==> src/verilog/acc_defines.svh <==
// register offsets, field positions, reset values and timing counts
// assumes inclusion by bare name from design files
`ifndef ACC_DEFINES_SVH
`define ACC_DEFINES_SVH
`define ACC_OFF_SCR 8'h00
`define ACC_OFF_RESH 8'h04
`define ACC_OFF_RESL 8'h08
`define ACC_OFF_CLK 8'h0C
`define ACC_OFF_SYS 8'h10
`define ACC_SCR_RESET 8'h1F
`define ACC_CLK_RESET 8'h00
`define ACC_BIT_DONE 7
`define ACC_BIT_IEN 6
`define ACC_BIT_CONT 5
`define ACC_BIT_BREAK_CLEAR_ENABLE 0
`define ACC_BIT_BRK 1
`define ACC_BIT_STOP 2
`define ACC_BIT_ACLK 3
`define ACC_BIT_MODE0 2
`define ACC_BIT_LSMP 4
`define ACC_CH_OFF 5'h1F
`define ACC_SHORT_CYC 5'h04
`define ACC_LONG_CYC 5'h18
`define ACC_SAR_CYC 5'h0A
`endif

==> src/verilog/acc_pkg.sv <==
// types for the conversion control block
// assumes acc_defines.svh for numeric constants
`default_nettype none
package acc_pkg;
   typedef enum logic [2:0] {
      ACC_IDLE = 3'b001,
      ACC_SAMPLE = 3'b010,
      ACC_CONVERT = 3'b100
   } acc_state_e;
endpackage : acc_pkg
`default_nettype wire

==> src/verilog/acc_conversion_control.sv <==
// conversion control for a 10-bit successive-approximation converter, AXI4-Lite slave
// assumes one 40 MHz clock, synchronous active-high reset, analog result from outside
//
// Contract
// any control write aborts and restarts conversion unless channel is all ones
// done flag is read-only and set at each conversion end
// done flag clears on control write or low result read
// interrupt at conversion end when enabled, drops on low result read or control write; a high result read leaves it set
// continuous mode repeats conversions and updates results each time
// continuous ends on reset, stop without async clock, clock write, control write
// after stop abort, only a new control write resumes conversions
// write with continuous set and valid channel restarts in continuous mode
// continuous clear: each valid control write gives exactly one conversion
// 5-bit channel select chooses inputs 0-5, bandgap, high and low reference
// all-ones channel powers converter off and isolates the pad
// all-ones write ends continuous with no further conversion
// converter powers down by itself after a conversion completes; in continuous mode it stays powered
// break-clear enable set: flags clearable in break, stay cleared after
// break-clear enable clear: accesses during break leave flags alone
// two-step clear started before break completes after break
// no hardware trigger input; software writes start conversions only
// continuous timing exact only with bus clock at least converter clock
// 10-bit: after high read, results held until low read; later results lost
// reserved channel codes accepted, result undefined
// interrupt stays high while enable and done flag both set
//
// Added by the designer: the register offsets and the AXI4-Lite slave port.
`default_nettype none
`include "acc_defines.svh"
module acc_conversion_control (
   input wire logic i_clk_sys,
   input wire logic i_reset,
   input wire logic [7:0] s_axi_awaddr,
   input wire logic s_axi_awvalid,
   output logic s_axi_awready,
   input wire logic [31:0] s_axi_wdata,
   input wire logic [3:0] s_axi_wstrb,
   input wire logic s_axi_wvalid,
   output logic s_axi_wready,
   output logic [1:0] s_axi_bresp,
   output logic s_axi_bvalid,
   input wire logic s_axi_bready,
   input wire logic [7:0] s_axi_araddr,
   input wire logic s_axi_arvalid,
   output logic s_axi_arready,
   output logic [31:0] s_axi_rdata,
   output logic [1:0] s_axi_rresp,
   output logic s_axi_rvalid,
   input wire logic s_axi_rready,
   input wire logic [9:0] i_sar_result,
   output logic [4:0] o_channel_select,
   output logic o_converter_power,
   output logic o_sample_active,
   output logic o_conversion_irq
);
   // ==========================================================
   // bus slave
   logic aw_q, w_q;
   logic [7:0] awaddr_q;
   logic [31:0] wdata_q;
   logic [3:0] wstrb_q;
   logic bvalid_q, rvalid_q;
   logic [31:0] rdata_q;
   logic [1:0] bresp_q, rresp_q;
   logic wr_go, rd_go;

   function automatic logic map_ok(input logic [7:0] a);
      map_ok = (a == `ACC_OFF_SCR) || (a == `ACC_OFF_RESH) || (a == `ACC_OFF_RESL)
         || (a == `ACC_OFF_CLK) || (a == `ACC_OFF_SYS);
   endfunction : map_ok

   assign s_axi_awready = !aw_q && !bvalid_q;
   assign s_axi_wready = !w_q && !bvalid_q;
   assign s_axi_arready = !rvalid_q;
   assign wr_go = aw_q && w_q && !bvalid_q;
   assign rd_go = s_axi_arvalid && s_axi_arready;
   assign s_axi_bvalid = bvalid_q;
   assign s_axi_bresp = bresp_q;
   assign s_axi_rvalid = rvalid_q;
   assign s_axi_rdata = rdata_q;
   assign s_axi_rresp = rresp_q;

   always_ff @(posedge i_clk_sys) begin
      if (i_reset) begin
         aw_q <= 1'b0;
         w_q <= 1'b0;
         awaddr_q <= 8'h00;
         wdata_q <= 32'h0000_0000;
         wstrb_q <= 4'h0;
      end else begin
         if (s_axi_awvalid && s_axi_awready) begin
            aw_q <= 1'b1;
            awaddr_q <= s_axi_awaddr;
         end else if (wr_go) begin
            aw_q <= 1'b0;
         end
         if (s_axi_wvalid && s_axi_wready) begin
            w_q <= 1'b1;
            wdata_q <= s_axi_wdata;
            wstrb_q <= s_axi_wstrb;
         end else if (wr_go) begin
            w_q <= 1'b0;
         end
      end
   end

   always_ff @(posedge i_clk_sys) begin
      if (i_reset) begin
         bvalid_q <= 1'b0;
         bresp_q <= 2'b00;
      end else if (wr_go) begin
         bvalid_q <= 1'b1;
         bresp_q <= map_ok(awaddr_q) ? 2'b00 : 2'b10;
      end else if (s_axi_bready) begin
         bvalid_q <= 1'b0;
      end
   end

   // ==========================================================
   // register decode
   logic wr_lane0;
   logic wr_scr, wr_clk, wr_sys, rd_resh, rd_resl;
   assign wr_lane0 = wr_go && wstrb_q[0];
   assign wr_scr = wr_lane0 && (awaddr_q == `ACC_OFF_SCR);
   assign wr_clk = wr_lane0 && (awaddr_q == `ACC_OFF_CLK);
   assign wr_sys = wr_lane0 && (awaddr_q == `ACC_OFF_SYS);
   assign rd_resh = rd_go && (s_axi_araddr == `ACC_OFF_RESH);
   assign rd_resl = rd_go && (s_axi_araddr == `ACC_OFF_RESL);

   logic ien_q, cont_q;
   logic [4:0] chan_q;
   logic [7:0] clk_q;
   logic break_clear_enable_q, brk_q, stop_q, aclk_q;
   logic done_q;
   logic [9:0] result_q;
   logic lock_q;
   logic clr_ok;

   // bus accesses only change flags under break when break-clear is enabled
   assign clr_ok = !brk_q || break_clear_enable_q;

   always_ff @(posedge i_clk_sys) begin
      if (i_reset) begin
         ien_q <= 1'b0;
         cont_q <= 1'b0;
         chan_q <= `ACC_CH_OFF;
      end else if (wr_scr) begin
         ien_q <= wdata_q[`ACC_BIT_IEN];
         cont_q <= wdata_q[`ACC_BIT_CONT];
         chan_q <= wdata_q[4:0];
      end
   end

   always_ff @(posedge i_clk_sys) begin
      if (i_reset) begin
         clk_q <= `ACC_CLK_RESET;
      end else if (wr_clk) begin
         clk_q <= wdata_q[7:0];
      end
   end

   always_ff @(posedge i_clk_sys) begin
      if (i_reset) begin
         break_clear_enable_q <= 1'b0;
         brk_q <= 1'b0;
         stop_q <= 1'b0;
         aclk_q <= 1'b0;
      end else if (wr_sys) begin
         break_clear_enable_q <= wdata_q[`ACC_BIT_BREAK_CLEAR_ENABLE];
         brk_q <= wdata_q[`ACC_BIT_BRK];
         stop_q <= wdata_q[`ACC_BIT_STOP];
         aclk_q <= wdata_q[`ACC_BIT_ACLK];
      end
   end

   // ==========================================================
   // conversion sequencer
   acc_pkg::acc_state_e st_q;
   logic [4:0] cnt_q;
   logic start_ok, finish, stop_abort;
   logic [4:0] samp_cyc;

   // no trigger pin exists: only control writes start work
   assign start_ok = wr_scr && (wdata_q[4:0] != `ACC_CH_OFF);
   assign stop_abort = stop_q && !aclk_q;
   assign samp_cyc = clk_q[`ACC_BIT_LSMP] ? `ACC_LONG_CYC : `ACC_SHORT_CYC;
   assign finish = (st_q == acc_pkg::ACC_CONVERT) && (cnt_q == 5'h00);

   always_ff @(posedge i_clk_sys) begin
      if (i_reset) begin
         st_q <= acc_pkg::ACC_IDLE;
         cnt_q <= 5'h00;
      end else if (start_ok && !stop_abort) begin
         st_q <= acc_pkg::ACC_SAMPLE;
         cnt_q <= samp_cyc;
      end else if (wr_scr || wr_clk || stop_abort) begin
         st_q <= acc_pkg::ACC_IDLE;
         cnt_q <= 5'h00;
      end else begin
         case (st_q)
            acc_pkg::ACC_IDLE: begin
               cnt_q <= 5'h00;
            end
            acc_pkg::ACC_SAMPLE: begin
               if (cnt_q == 5'h00) begin
                  st_q <= acc_pkg::ACC_CONVERT;
                  cnt_q <= `ACC_SAR_CYC;
               end else begin
                  cnt_q <= cnt_q - 5'h01;
               end
            end
            acc_pkg::ACC_CONVERT: begin
               if (cnt_q != 5'h00) begin
                  cnt_q <= cnt_q - 5'h01;
               end else if (cont_q) begin
                  st_q <= acc_pkg::ACC_SAMPLE;
                  cnt_q <= samp_cyc;
               end else begin
                  st_q <= acc_pkg::ACC_IDLE;
               end
            end
            default: begin
               st_q <= acc_pkg::ACC_IDLE;
               cnt_q <= 5'h00;
            end
         endcase
      end
   end

   // ==========================================================
   // result registers and interlock
   logic ten_bit;
   assign ten_bit = clk_q[`ACC_BIT_MODE0];

   always_ff @(posedge i_clk_sys) begin
      if (i_reset) begin
         result_q <= 10'h000;
      end else if (finish && !lock_q) begin
         result_q <= i_sar_result;
      end
   end

   always_ff @(posedge i_clk_sys) begin
      if (i_reset) begin
         lock_q <= 1'b0;
      end else if (rd_resl && clr_ok) begin
         lock_q <= 1'b0;
      end else if (rd_resh && ten_bit && clr_ok) begin
         lock_q <= 1'b1;
      end
   end

   // set wins over clear
   always_ff @(posedge i_clk_sys) begin
      if (i_reset) begin
         done_q <= 1'b0;
      end else if (finish) begin
         done_q <= 1'b1;
      end else if ((wr_scr || rd_resl) && clr_ok) begin
         done_q <= 1'b0;
      end
   end

   // ==========================================================
   // read data
   always_ff @(posedge i_clk_sys) begin
      if (i_reset) begin
         rvalid_q <= 1'b0;
         rdata_q <= 32'h0000_0000;
         rresp_q <= 2'b00;
      end else if (rd_go) begin
         rvalid_q <= 1'b1;
         rresp_q <= map_ok(s_axi_araddr) ? 2'b00 : 2'b10;
         case (s_axi_araddr)
            `ACC_OFF_SCR: rdata_q <= {24'h00_0000, done_q, ien_q, cont_q, chan_q};
            `ACC_OFF_RESH: rdata_q <= ten_bit ? {30'h0000_0000, result_q[9:8]}
                                              : 32'h0000_0000;
            `ACC_OFF_RESL: rdata_q <= ten_bit ? {24'h00_0000, result_q[7:0]}
                                              : {24'h00_0000, result_q[9:2]};
            `ACC_OFF_CLK: rdata_q <= {24'h00_0000, clk_q};
            `ACC_OFF_SYS: rdata_q <= {28'h000_0000, aclk_q, stop_q, brk_q, break_clear_enable_q};
            default: rdata_q <= 32'h0000_0000;
         endcase
      end else if (s_axi_rready) begin
         rvalid_q <= 1'b0;
      end
   end

   // ==========================================================
   // converter outputs
   assign o_channel_select = chan_q;
   assign o_converter_power = (st_q != acc_pkg::ACC_IDLE);
   assign o_sample_active = (st_q == acc_pkg::ACC_SAMPLE);
   assign o_conversion_irq = done_q && ien_q;
endmodule : acc_conversion_control
`default_nettype wire

==> config.mk <==
export PLATFORM = sky130hd
export DESIGN_NAME = acc_conversion_control
export DESIGN_NICKNAME = d
export VERILOG_FILES = /design/src/verilog/acc_pkg.sv /design/src/verilog/acc_conversion_control.sv
export VERILOG_INCLUDE_DIRS = /design/src /design/src/verilog
export SDC_FILE = /design/constraint.sdc
export NUM_CORES = 1
export LEC_CHECK = 0
export BUFFER_PORTS_ARGS = -buffer_cell sky130_fd_sc_hd__buf_2
export CORE_MARGIN = 1.5
export CORE_UTILIZATION = 50
export DETAILED_ROUTE_END_ITERATION = 10
export PLACE_DENSITY = 0.8
export SLEW_MARGIN = 20
export SYNTH_ARGS = -nofsm -noshare
export SYNTH_HDL_FRONTEND = slang
export SYNTH_SLANG_ARGS = --single-unit
==> constraint.sdc <==
create_clock -name i_clk_sys -period 2.6 [get_ports i_clk_sys]
set_clock_uncertainty 0.2 [all_clocks]
set_input_delay 0.26 -clock i_clk_sys [delete_from_list [all_inputs] [get_ports i_clk_sys]]
set_output_delay 0.26 -clock i_clk_sys [all_outputs]
set_load 0.01 [all_outputs]
# After elaboration in Yosys (flattened, before gate mapping)
# Cells that the tools add are included.
[totals]
inputBits = 69
elab_cells = 128
out_inout_bits = 49
regBits = 96
[op_classes]
n_mux = 27
n_bitwise = 1
add_sub_neg = 1
eq_ne = 19
n_reduce_logical = 56
[op_table]
columns = ["cell", "n"]
rows = [
  ["8-bit case mux with 5 select lines", 1],
  ["8-bit by 4-bit equality test with 1-bit output (second input constant)", 4],
  ["5-bit two-way mux", 6],
  ["1-bit logical AND", 23],
  ["8-bit by 3-bit equality test with 1-bit output (second input constant)", 2],
  ["8-bit by 5-bit equality test with 1-bit output (second input constant)", 2],
  ["8-bit zero test", 2],
  ["1-bit logical OR", 12],
  ["2-bit two-way mux", 6],
  ["5-bit case mux with 2 select lines", 1],
  ["2-bit nonzero test", 5],
  ["1-bit two-way mux", 9],
  ["3-bit case mux with 3 select lines", 1],
  ["1-bit zero test", 8],
  ["8-bit two-way mux", 1],
  ["3-bit two-way mux", 2],
  ["3-bit AND reduction", 2],
  ["5-bit zero test", 1],
  ["5-bit by 2-bit inequality test with 1-bit output (second input constant)", 1],
  ["5-bit inequality test (second input constant)", 1],
  ["5-bit nonzero test", 1],
  ["5-bit by 1-bit subtractor with 5-bit output (second input constant)", 1],
  ["4-bit by 1-bit inequality test with 1-bit output (second input constant)", 1],
  ["4-bit inequality test (second input constant)", 1],
  ["other kinds (10)", 10],
]

# Longest topological paths before layout
# Gate-level depths: netlist of the first run.
[depth]
word_depth = 8
mapped_depth = 8
mapped_depth_nobuf = 7

# Worst setup path before layout of the first run
# No wires, ideal clock.
[synth_timing]
kind = "register to register"
from = "register cnt_q[0]"
to = "register result_q[0]"
required_ns = 2.272
setup_ns = 0.128
path_slack_ns = 0.589
stages_incl_launch_ff = 9
arrival_ns = 1.683
period_less_slack_ns = 2.011
path_buffers = 1
cell_sequence = "dfxtp_1 -> inv_1 -> ha_1 -> nor4b_2 -> nand2_1 -> nor3_1 -> buf_4 -> mux2i_1 -> nor2_1"
[synth_between]
elab_chain_len = 3
[synth_rtl]
columns = ["element", "line", "rtl"]
rows = [
  ["start, declared", "acc_conversion_control.sv:179", "logic [4:0] cnt_q;"],
  ["start signal, assigned", "acc_conversion_control.sv:195", "cnt_q <= samp_cyc;"],
  ["start signal, assigned", "acc_conversion_control.sv:207", "cnt_q <= `ACC_SAR_CYC;"],
  ["start signal, assigned", "acc_conversion_control.sv:209", "cnt_q <= cnt_q - 5'h01;"],
  ["5-bit zero test", "acc_conversion_control.sv:187", "assign finish = (st_q == acc_pkg::ACC_CONVERT) && (cnt_q == 5'h00);"],
  ["1-bit logical AND", "acc_conversion_control.sv:187", ""],
  ["1-bit logical AND", "acc_conversion_control.sv:238", "end else if (finish && !lock_q) begin"],
  ["end signal, assigned", "acc_conversion_control.sv:239", "result_q <= i_sar_result;"],
  ["end, declared", "acc_conversion_control.sv:135", "logic [9:0] result_q;"],
]
# No other way between the ends.
# A chain may end at the register's enable or synchronous reset.

# Worst setup path in the final report of the first run
[layout_timing]
from = "register bvalid_q, in the netlist s_axi_bvalid"
to = "register chan_q[3], in the netlist o_channel_select[3]"
[layout_between]
elab_chain_len = 4
[layout_rtl]
columns = ["element", "line", "rtl"]
rows = [
  ["start, declared", "acc_conversion_control.sv:62", "logic bvalid_q, rvalid_q;"],
  ["start signal, assigned", "acc_conversion_control.sv:109", "bvalid_q <= 1'b0;"],
  ["start signal, assigned", "acc_conversion_control.sv:112", "bvalid_q <= 1'b1;"],
  ["start signal, assigned", "acc_conversion_control.sv:115", "bvalid_q <= 1'b0;"],
  ["1-bit zero test", "acc_conversion_control.sv:75", "assign wr_go = aw_q && w_q && !bvalid_q;"],
  ["1-bit logical AND", "acc_conversion_control.sv:75", ""],
  ["1-bit logical AND", "acc_conversion_control.sv:123", "assign wr_lane0 = wr_go && wstrb_q[0];"],
  ["1-bit logical AND", "acc_conversion_control.sv:124", "assign wr_scr = wr_lane0 && (awaddr_q == `ACC_OFF_SCR);"],
  ["end signal, assigned", "acc_conversion_control.sv:146", "chan_q <= `ACC_CH_OFF;"],
  ["end signal, assigned", "acc_conversion_control.sv:150", "chan_q <= wdata_q[4:0];"],
  ["end, declared", "acc_conversion_control.sv:131", "logic [4:0] chan_q;"],
]
# No other way between the ends.

==> results of run 1 <==
-- routing by layer --
layer	vias up	global-route usage	wire, um	part of all wire
met5	-	0	0	0
met4	0	0.0792	121	0.015
met3	9	0.0496	453	0.058
met2	106	0.381	3770	0.48
met1	1418	0.283	3510	0.45
li1	1505	-	-	-
-- metrics by stage --
stage / hold slack [ns] / instance area [um2] / total power, mW / setup WS, ns / util
4_1_cts: 0.00246 / 4160 / 2.30 / 0.345 / 0.644
5_1_grt: 0.0373 / 4160 / 2.39 / 0.155 / 0.644
3_5_place_dp: 0.249 / 3660 / 1.35 / 0.363 / 0.567
2_1_floorplan: 0.159 / 3480 / 1.30 / 0.589 / -
6_report: 0.00349 / 4160 / 2.29 / 0.333 / 0.644
3_3_place_gp: 0.239 / 3660 / 1.35 / 0.435 / 0.567
-- registers in the layout, indices dropped and copies added (netlist names) --
signal                cells
result_q                 10
wdata_q                   8
clk_q                     8
cont_q                    1
s_axi_rresp               1
cnt_q                     5
stop_q                    1
s_axi_bresp               1
s_axi_rdata               8
awaddr_q                  8
aw_q                      1
st_q                      3
s_axi_bvalid              1
wstrb_q                   1
s_axi_rvalid              1
brk_q                     1
lock_q                    1
w_q                       1
done_q                    1
break_clear_enable_q      1
ien_q                     1
aclk_q                    1
o_channel_select          5
-- synth_stat cells, types with 3 or more instances --
cell type	n
clkbuf_1	15
buf_4	28
or3_1	4
dfxtp_1	70
mux2i_1	35
nand2_1	58
nand2b_1	3
nor2b_1	10
a211o_1	6
a31oi_1	6
o21ai_0	9
o21ai_1	8
a211oi_1	4
a21oi_1	28
xnor2_1	3
inv_1	7
nor2_1	43
a22o_1	8
and2_1	5
nor3_1	9
-- final cells by class --
class | count | area [um2]
Fill cell | 537 | 2300
Multi-Input combinational cell | 300 | 1780
Sequential cell | 70 | 1400
Timing Repair Buffer | 98 | 648
Clock buffer | 11 | 131
Tap cell | 77 | 96.3
Clock inverter | 4 | 72.6
Inverter | 7 | 26.3
-- power by group through the flow --
| stage | logic, mW | clock network (mW) | registers (mW) |
|---|---|---|---|
| 2_1_floorplan | 0.157 | 0 | 1.15 |
| 3_3_place_gp | 0.197 | 0 | 1.15 |
| 3_5_place_dp | 0.202 | 0 | 1.15 |
| 4_1_cts | 0.237 | 0.939 | 1.13 |
| 5_1_grt | 0.267 | 0.987 | 1.13 |
| 6_report | 0.240 | 0.924 | 1.13 |
-- cells by family after synthesis --
family | share of synthesized area
other cells | 0.00111
simple gates | 0.224
compound gates | 0.155
mux | 0.103
xor+xnor | 0.0103
flops | 0.413
buf+inv | 0.0890
fa+ha+maj | 0.00369
-- worst reg2reg max path, delay by kind of cell (launching register included) --
family,cells,cell delay [ns]
AOI/OAI and AO/OA,1,0.29
DFF,1,0.36
and+or+nand+nor,4,1.31
-- what timing repair did --
action                    CTS  global route
setup buffers               0             0
hold buffers               29             0
hold endpoints to repair   29             0
-- worst paths after layout --
check | slack [ns] | depth (start not counted) | end
worst max-delay path | 0.33 | 5 | o_channel_select[3]$_SDFFE_PP1P_
worst min-delay path | 0.003 | 3 | s_axi_rvalid$_SDFFE_PP0P_
worst max register to register | 0.33 | 5 | o_channel_select[3]$_SDFFE_PP1P_
worst min register to register | 0.26 | 2 | awaddr_q[7]$_SDFFE_PP0P_
==> flow_metrics.tcl, run 1 <==
set metrics [dict create \
    ios 118 \
    drive_above_1_share 0.192 \
    switching_share 0.240 \
    num_rows 29 \
    cts-root-buf "clkbuf_8" \
    cp-startpoint "s_axi_bvalid$_SDFFE_PP0P_" \
    io_buffer_count 64 \
    die_area_um2 7280 \
    clock-sinks 70 \
    seq_power_share 0.492 \
    cpMaxStageDelayCell "and3_1" \
    cts_buffer_depth 2 \
    ir_drop_uv 358 \
    hpwl_mm 5.37 \
    p_leak_nw 1.73 \
    grt_max_degree 38 \
    layout_common_cells "dfxtp_1, buf_2, nand2_1" \
    cts_buffers 9 \
    combPwrFrac 0.105 \
    final_cells 567 \
    finalCritPeriodShare 0.872 \
    slew_headroom 0.519 \
    status "finished, violations left" \
    reg2reg_from "s_axi_bvalid$_SDFFE_PP0P_" \
    grt_usage 0.225 \
    diodes 0 \
    grt.overflow.total 0 \
    clk_latency_ns 0.34 \
    violations "DRC" \
    drc 9 \
    wl_per_cell_um 13.8 \
    vias_per_cell 5.36 \
    p_int_mw 1.74 \
    hold_path_class "in -> reg" \
    die_w_um 85.3 \
    power.density_nw_per_um2 551 \
    power.net_switching_uw 551 \
    drt-total-wl_mm 7.85 \
    grt_pass1_vias 2865 \
    start_kind "flop" \
    antenna_left 0 \
    htreeDepth 3 \
    cpPeakStageDelay_ns 0.55 \
    synth_cell_types 51 \
    setup_violations 0 \
    synth_top_area_frac 0.413 \
    syn_area_per_cell_um2 8.54 \
    crit_buf_inv 0 \
    synth-edff-count 0 \
    finalHoldViolCount 0 \
    end_kind "flop" \
    crit_type "reg -> reg" \
    setup_tns_ns 0 \
    placedCellCount 523 \
    hp-start "s_axi_arvalid" \
    cts_tree "yes" \
    pwr-share-clk 0.403 \
    layout_commonest_cell "dfxtp_1" \
    yosysSeqAreaShare 0.413 \
    drt_iter0_markers 190 \
    drt-pass1-iter-count 7 \
    rsz0062_at_grt "false" \
    yosys.area.top_type "dfxtp_1" \
    synthFlopType "dfxtp_1" \
    max_freq_ghz 0.441 \
    grt_first_pass_wirelength_mm 13.0 \
    cts.clk_slew.worst_paths_ns 0.07 \
    crit_family "simple AND/OR/NAND/NOR gates" \
    netlist_area_um2 3390 \
    cp_max_fo 13 \
    synthCells 397 \
    initial_utilization 0.525 \
    synthTopCellsByArea "dfxtp_1, mux2i_1, nand2_1" \
    min_period_ns 2.27 \
    fin_nets 556 \
    antenna_found_initial 0 \
    core_um2 6460 \
    chipHeight_um 85.3 \
    place.gp.congestion 0.847 \
    tightest_slew_ns 0.722 \
    maxSlewViolCount 0 \
    arrival_ns 2.30 \
    synth_seq_cells 70 \
    drv_cap 0 \
    syn2layout_area_growth_pct 22.6 \
    vias 3038 \
    cts_resized 0 \
    ys_warn_count 0 \
    path_cells "nand3b_1, nor3b_2, and3_1, nor2b_1, a211o_1" \
    critical_path_required_ns 2.63 \
    ys_async_sr_fraction 0 \
]
(Power assumes the default switching activity.)
==> inputs of run 2 (changes only) <==
CORE_UTILIZATION = 25   (was 50)
PLACE_DENSITY = not set   (was 0.8)
==> run 2 against run 1 <==
  * The run now ends clean
  * Global-route usage decreased by 10 points
  * Utilization decreased by 31 points
  * Critical path depth unchanged
  * Combinational power about the same
  * Hold slack improved by 0.027 ns
  * Sequential cell count unchanged
  * Wire length increased by 5.7%
  * Via count decreased by 3.2%
  * Count of clock-buffer cells in the layout increased by 2
  * Clock power increased by 32%
  * Final cell count increased by 18%
  * Total power increased by 13%
==> flow_metrics.tcl, run 2 (synthesis gave the netlist of run 1 again) <==
set metrics [dict create \
    status "complete, no violations" \
    setup_tns_ns 0 \
    fin_nets 556 \
    drc 0 \
    end_kind "flop" \
    drt-total-wl_mm 8.29 \
    num_rows 42 \
    chipHeight_um 119 \
    grt_usage 0.124 \
    drive_above_1_share 0.193 \
    cpPeakStageDelay_ns 0.56 \
    ios 118 \
    drv_cap 0 \
    tightest_slew_ns 0.884 \
    vias 2941 \
    crit_type "reg -> reg" \
    grt.overflow.total 0 \
    p_leak_nw 1.77 \
    place.gp.congestion 0.838 \
    arrival_ns 2.26 \
    cts_buffers 9 \
    grt_first_pass_wirelength_mm 14.0 \
    drt_iter0_markers 118 \
    cts_resized 0 \
    slew_headroom 0.410 \
    htreeDepth 3 \
    finalHoldViolCount 0 \
    io_buffer_count 64 \
    setup_violations 0 \
    drt-pass1-iter-count 4 \
    critical_path_required_ns 2.62 \
    maxSlewViolCount 0 \
    max_freq_ghz 0.447 \
    clk_latency_ns 0.33 \
    path_cells "nand3b_1, nor3b_2, and3_1, nor2b_1, a211o_1" \
    antenna_found_initial 0 \
    ir_drop_uv 335 \
    cts-root-buf "clkbuf_16" \
    cts_tree "yes" \
    cts.clk_slew.worst_paths_ns 0.05 \
    power.density_nw_per_um2 592 \
    hpwl_mm 6.07 \
    die_area_um2 14300 \
    cpMaxStageDelayCell "and3_1" \
    final_cells 667 \
    clock-sinks 70 \
    finalCritPeriodShare 0.861 \
    largest_register "result_q" \
    initial_utilization 0.256 \
    cts_hold_buffers 29 \
    core_um2 13200 \
    min_period_ns 2.24 \
    cp_max_fo 13 \
    wl_per_cell_um 12.4 \
    start_kind "flop" \
    grt_pass1_vias 2852 \
    grt_max_degree 47 \
    placedCellCount 622 \
    vias_per_cell 4.41 \
    layout_commonest_cell "dfxtp_1" \
    cts_buffer_depth 2 \
    largest_reg_flops 10 \
    layout_common_cells "dfxtp_1, buf_2, nand2_1" \
    antenna_left 0 \
    post-cts-setup-buffer-count 0 \
    die_w_um 119 \
    hold_path_class "in -> reg" \
    syn2layout_area_growth_pct 29.2 \
    rsz0062_at_grt "false" \
    diodes 0 \
]
==> run 2: critical path: cells and delay by family, from the launching register on <==
family	cells	cell delay (ns)
simple gates	4	1.31
flops	1	0.35
compound gates	1	0.27
==> run 2: worst paths after layout <==
path                                   from                               end  slack, ns  depth (start not counted)
setup / recovery  s_axi_bvalid$_SDFFE_PP0P_  o_channel_select[4]$_SDFFE_PP1P_       0.36                          5
hold / removal                s_axi_arvalid         s_axi_rvalid$_SDFFE_PP0P_       0.03                          3
setup reg to reg  s_axi_bvalid$_SDFFE_PP0P_  o_channel_select[4]$_SDFFE_PP1P_       0.36                          5
hold reg to reg    awaddr_q[0]$_SDFFE_PP0P_          awaddr_q[0]$_SDFFE_PP0P_       0.25                          2
==> run 2: per-stage QoR <==
step           hold slack [ns]  area (um2)   util  setup slack [ns]  power (mW)
2_1_floorplan            0.159        3480      -             0.589        1.30
3_3_place_gp             0.239        3790  0.286             0.406        1.35
3_5_place_dp             0.246        3790  0.286             0.361        1.36
4_1_cts                0.00762        4380  0.331             0.349        2.63
5_1_grt                 0.0911        4380  0.331             0.137        2.73
6_report                0.0309        4380  0.331             0.361        2.59
==> run 2: per-layer routing <==
metal / vias up / track usage / part of all wire / wire (um)
li1: 1505 / - / - / -
met1: 1324 / 0.165 / 0.48 / 3960
met5: - / 0 / 0 / 0
met2: 102 / 0.189 / 0.44 / 3630
met3: 10 / 0.0421 / 0.068 / 561
met4: 0 / 0.0409 / 0.017 / 138
==> run 2: power breakdown <==
| part | internal (mW) | switching [mW] | leakage (nW) | total (mW) |
|---|---|---|---|---|
| Combinational | 0.105 | 0.135 | 1.06 | 0.240 |
| Clock | 0.793 | 0.429 | 0.146 | 1.22 |
| Sequential | 1.10 | 0.0271 | 0.569 | 1.13 |
| Total | 2.00 | 0.591 | 1.77 | 2.59 |
==> run 2: cell type report <==
cell class	instances	area [um2]
clock buffers	13	260
clock inverters	3	42.5
fillers	1397	8860
inverters	7	26.3
multi-input cells	300	1780
flip-flops and latches	70	1400
well taps	176	220
repair buffers	98	648
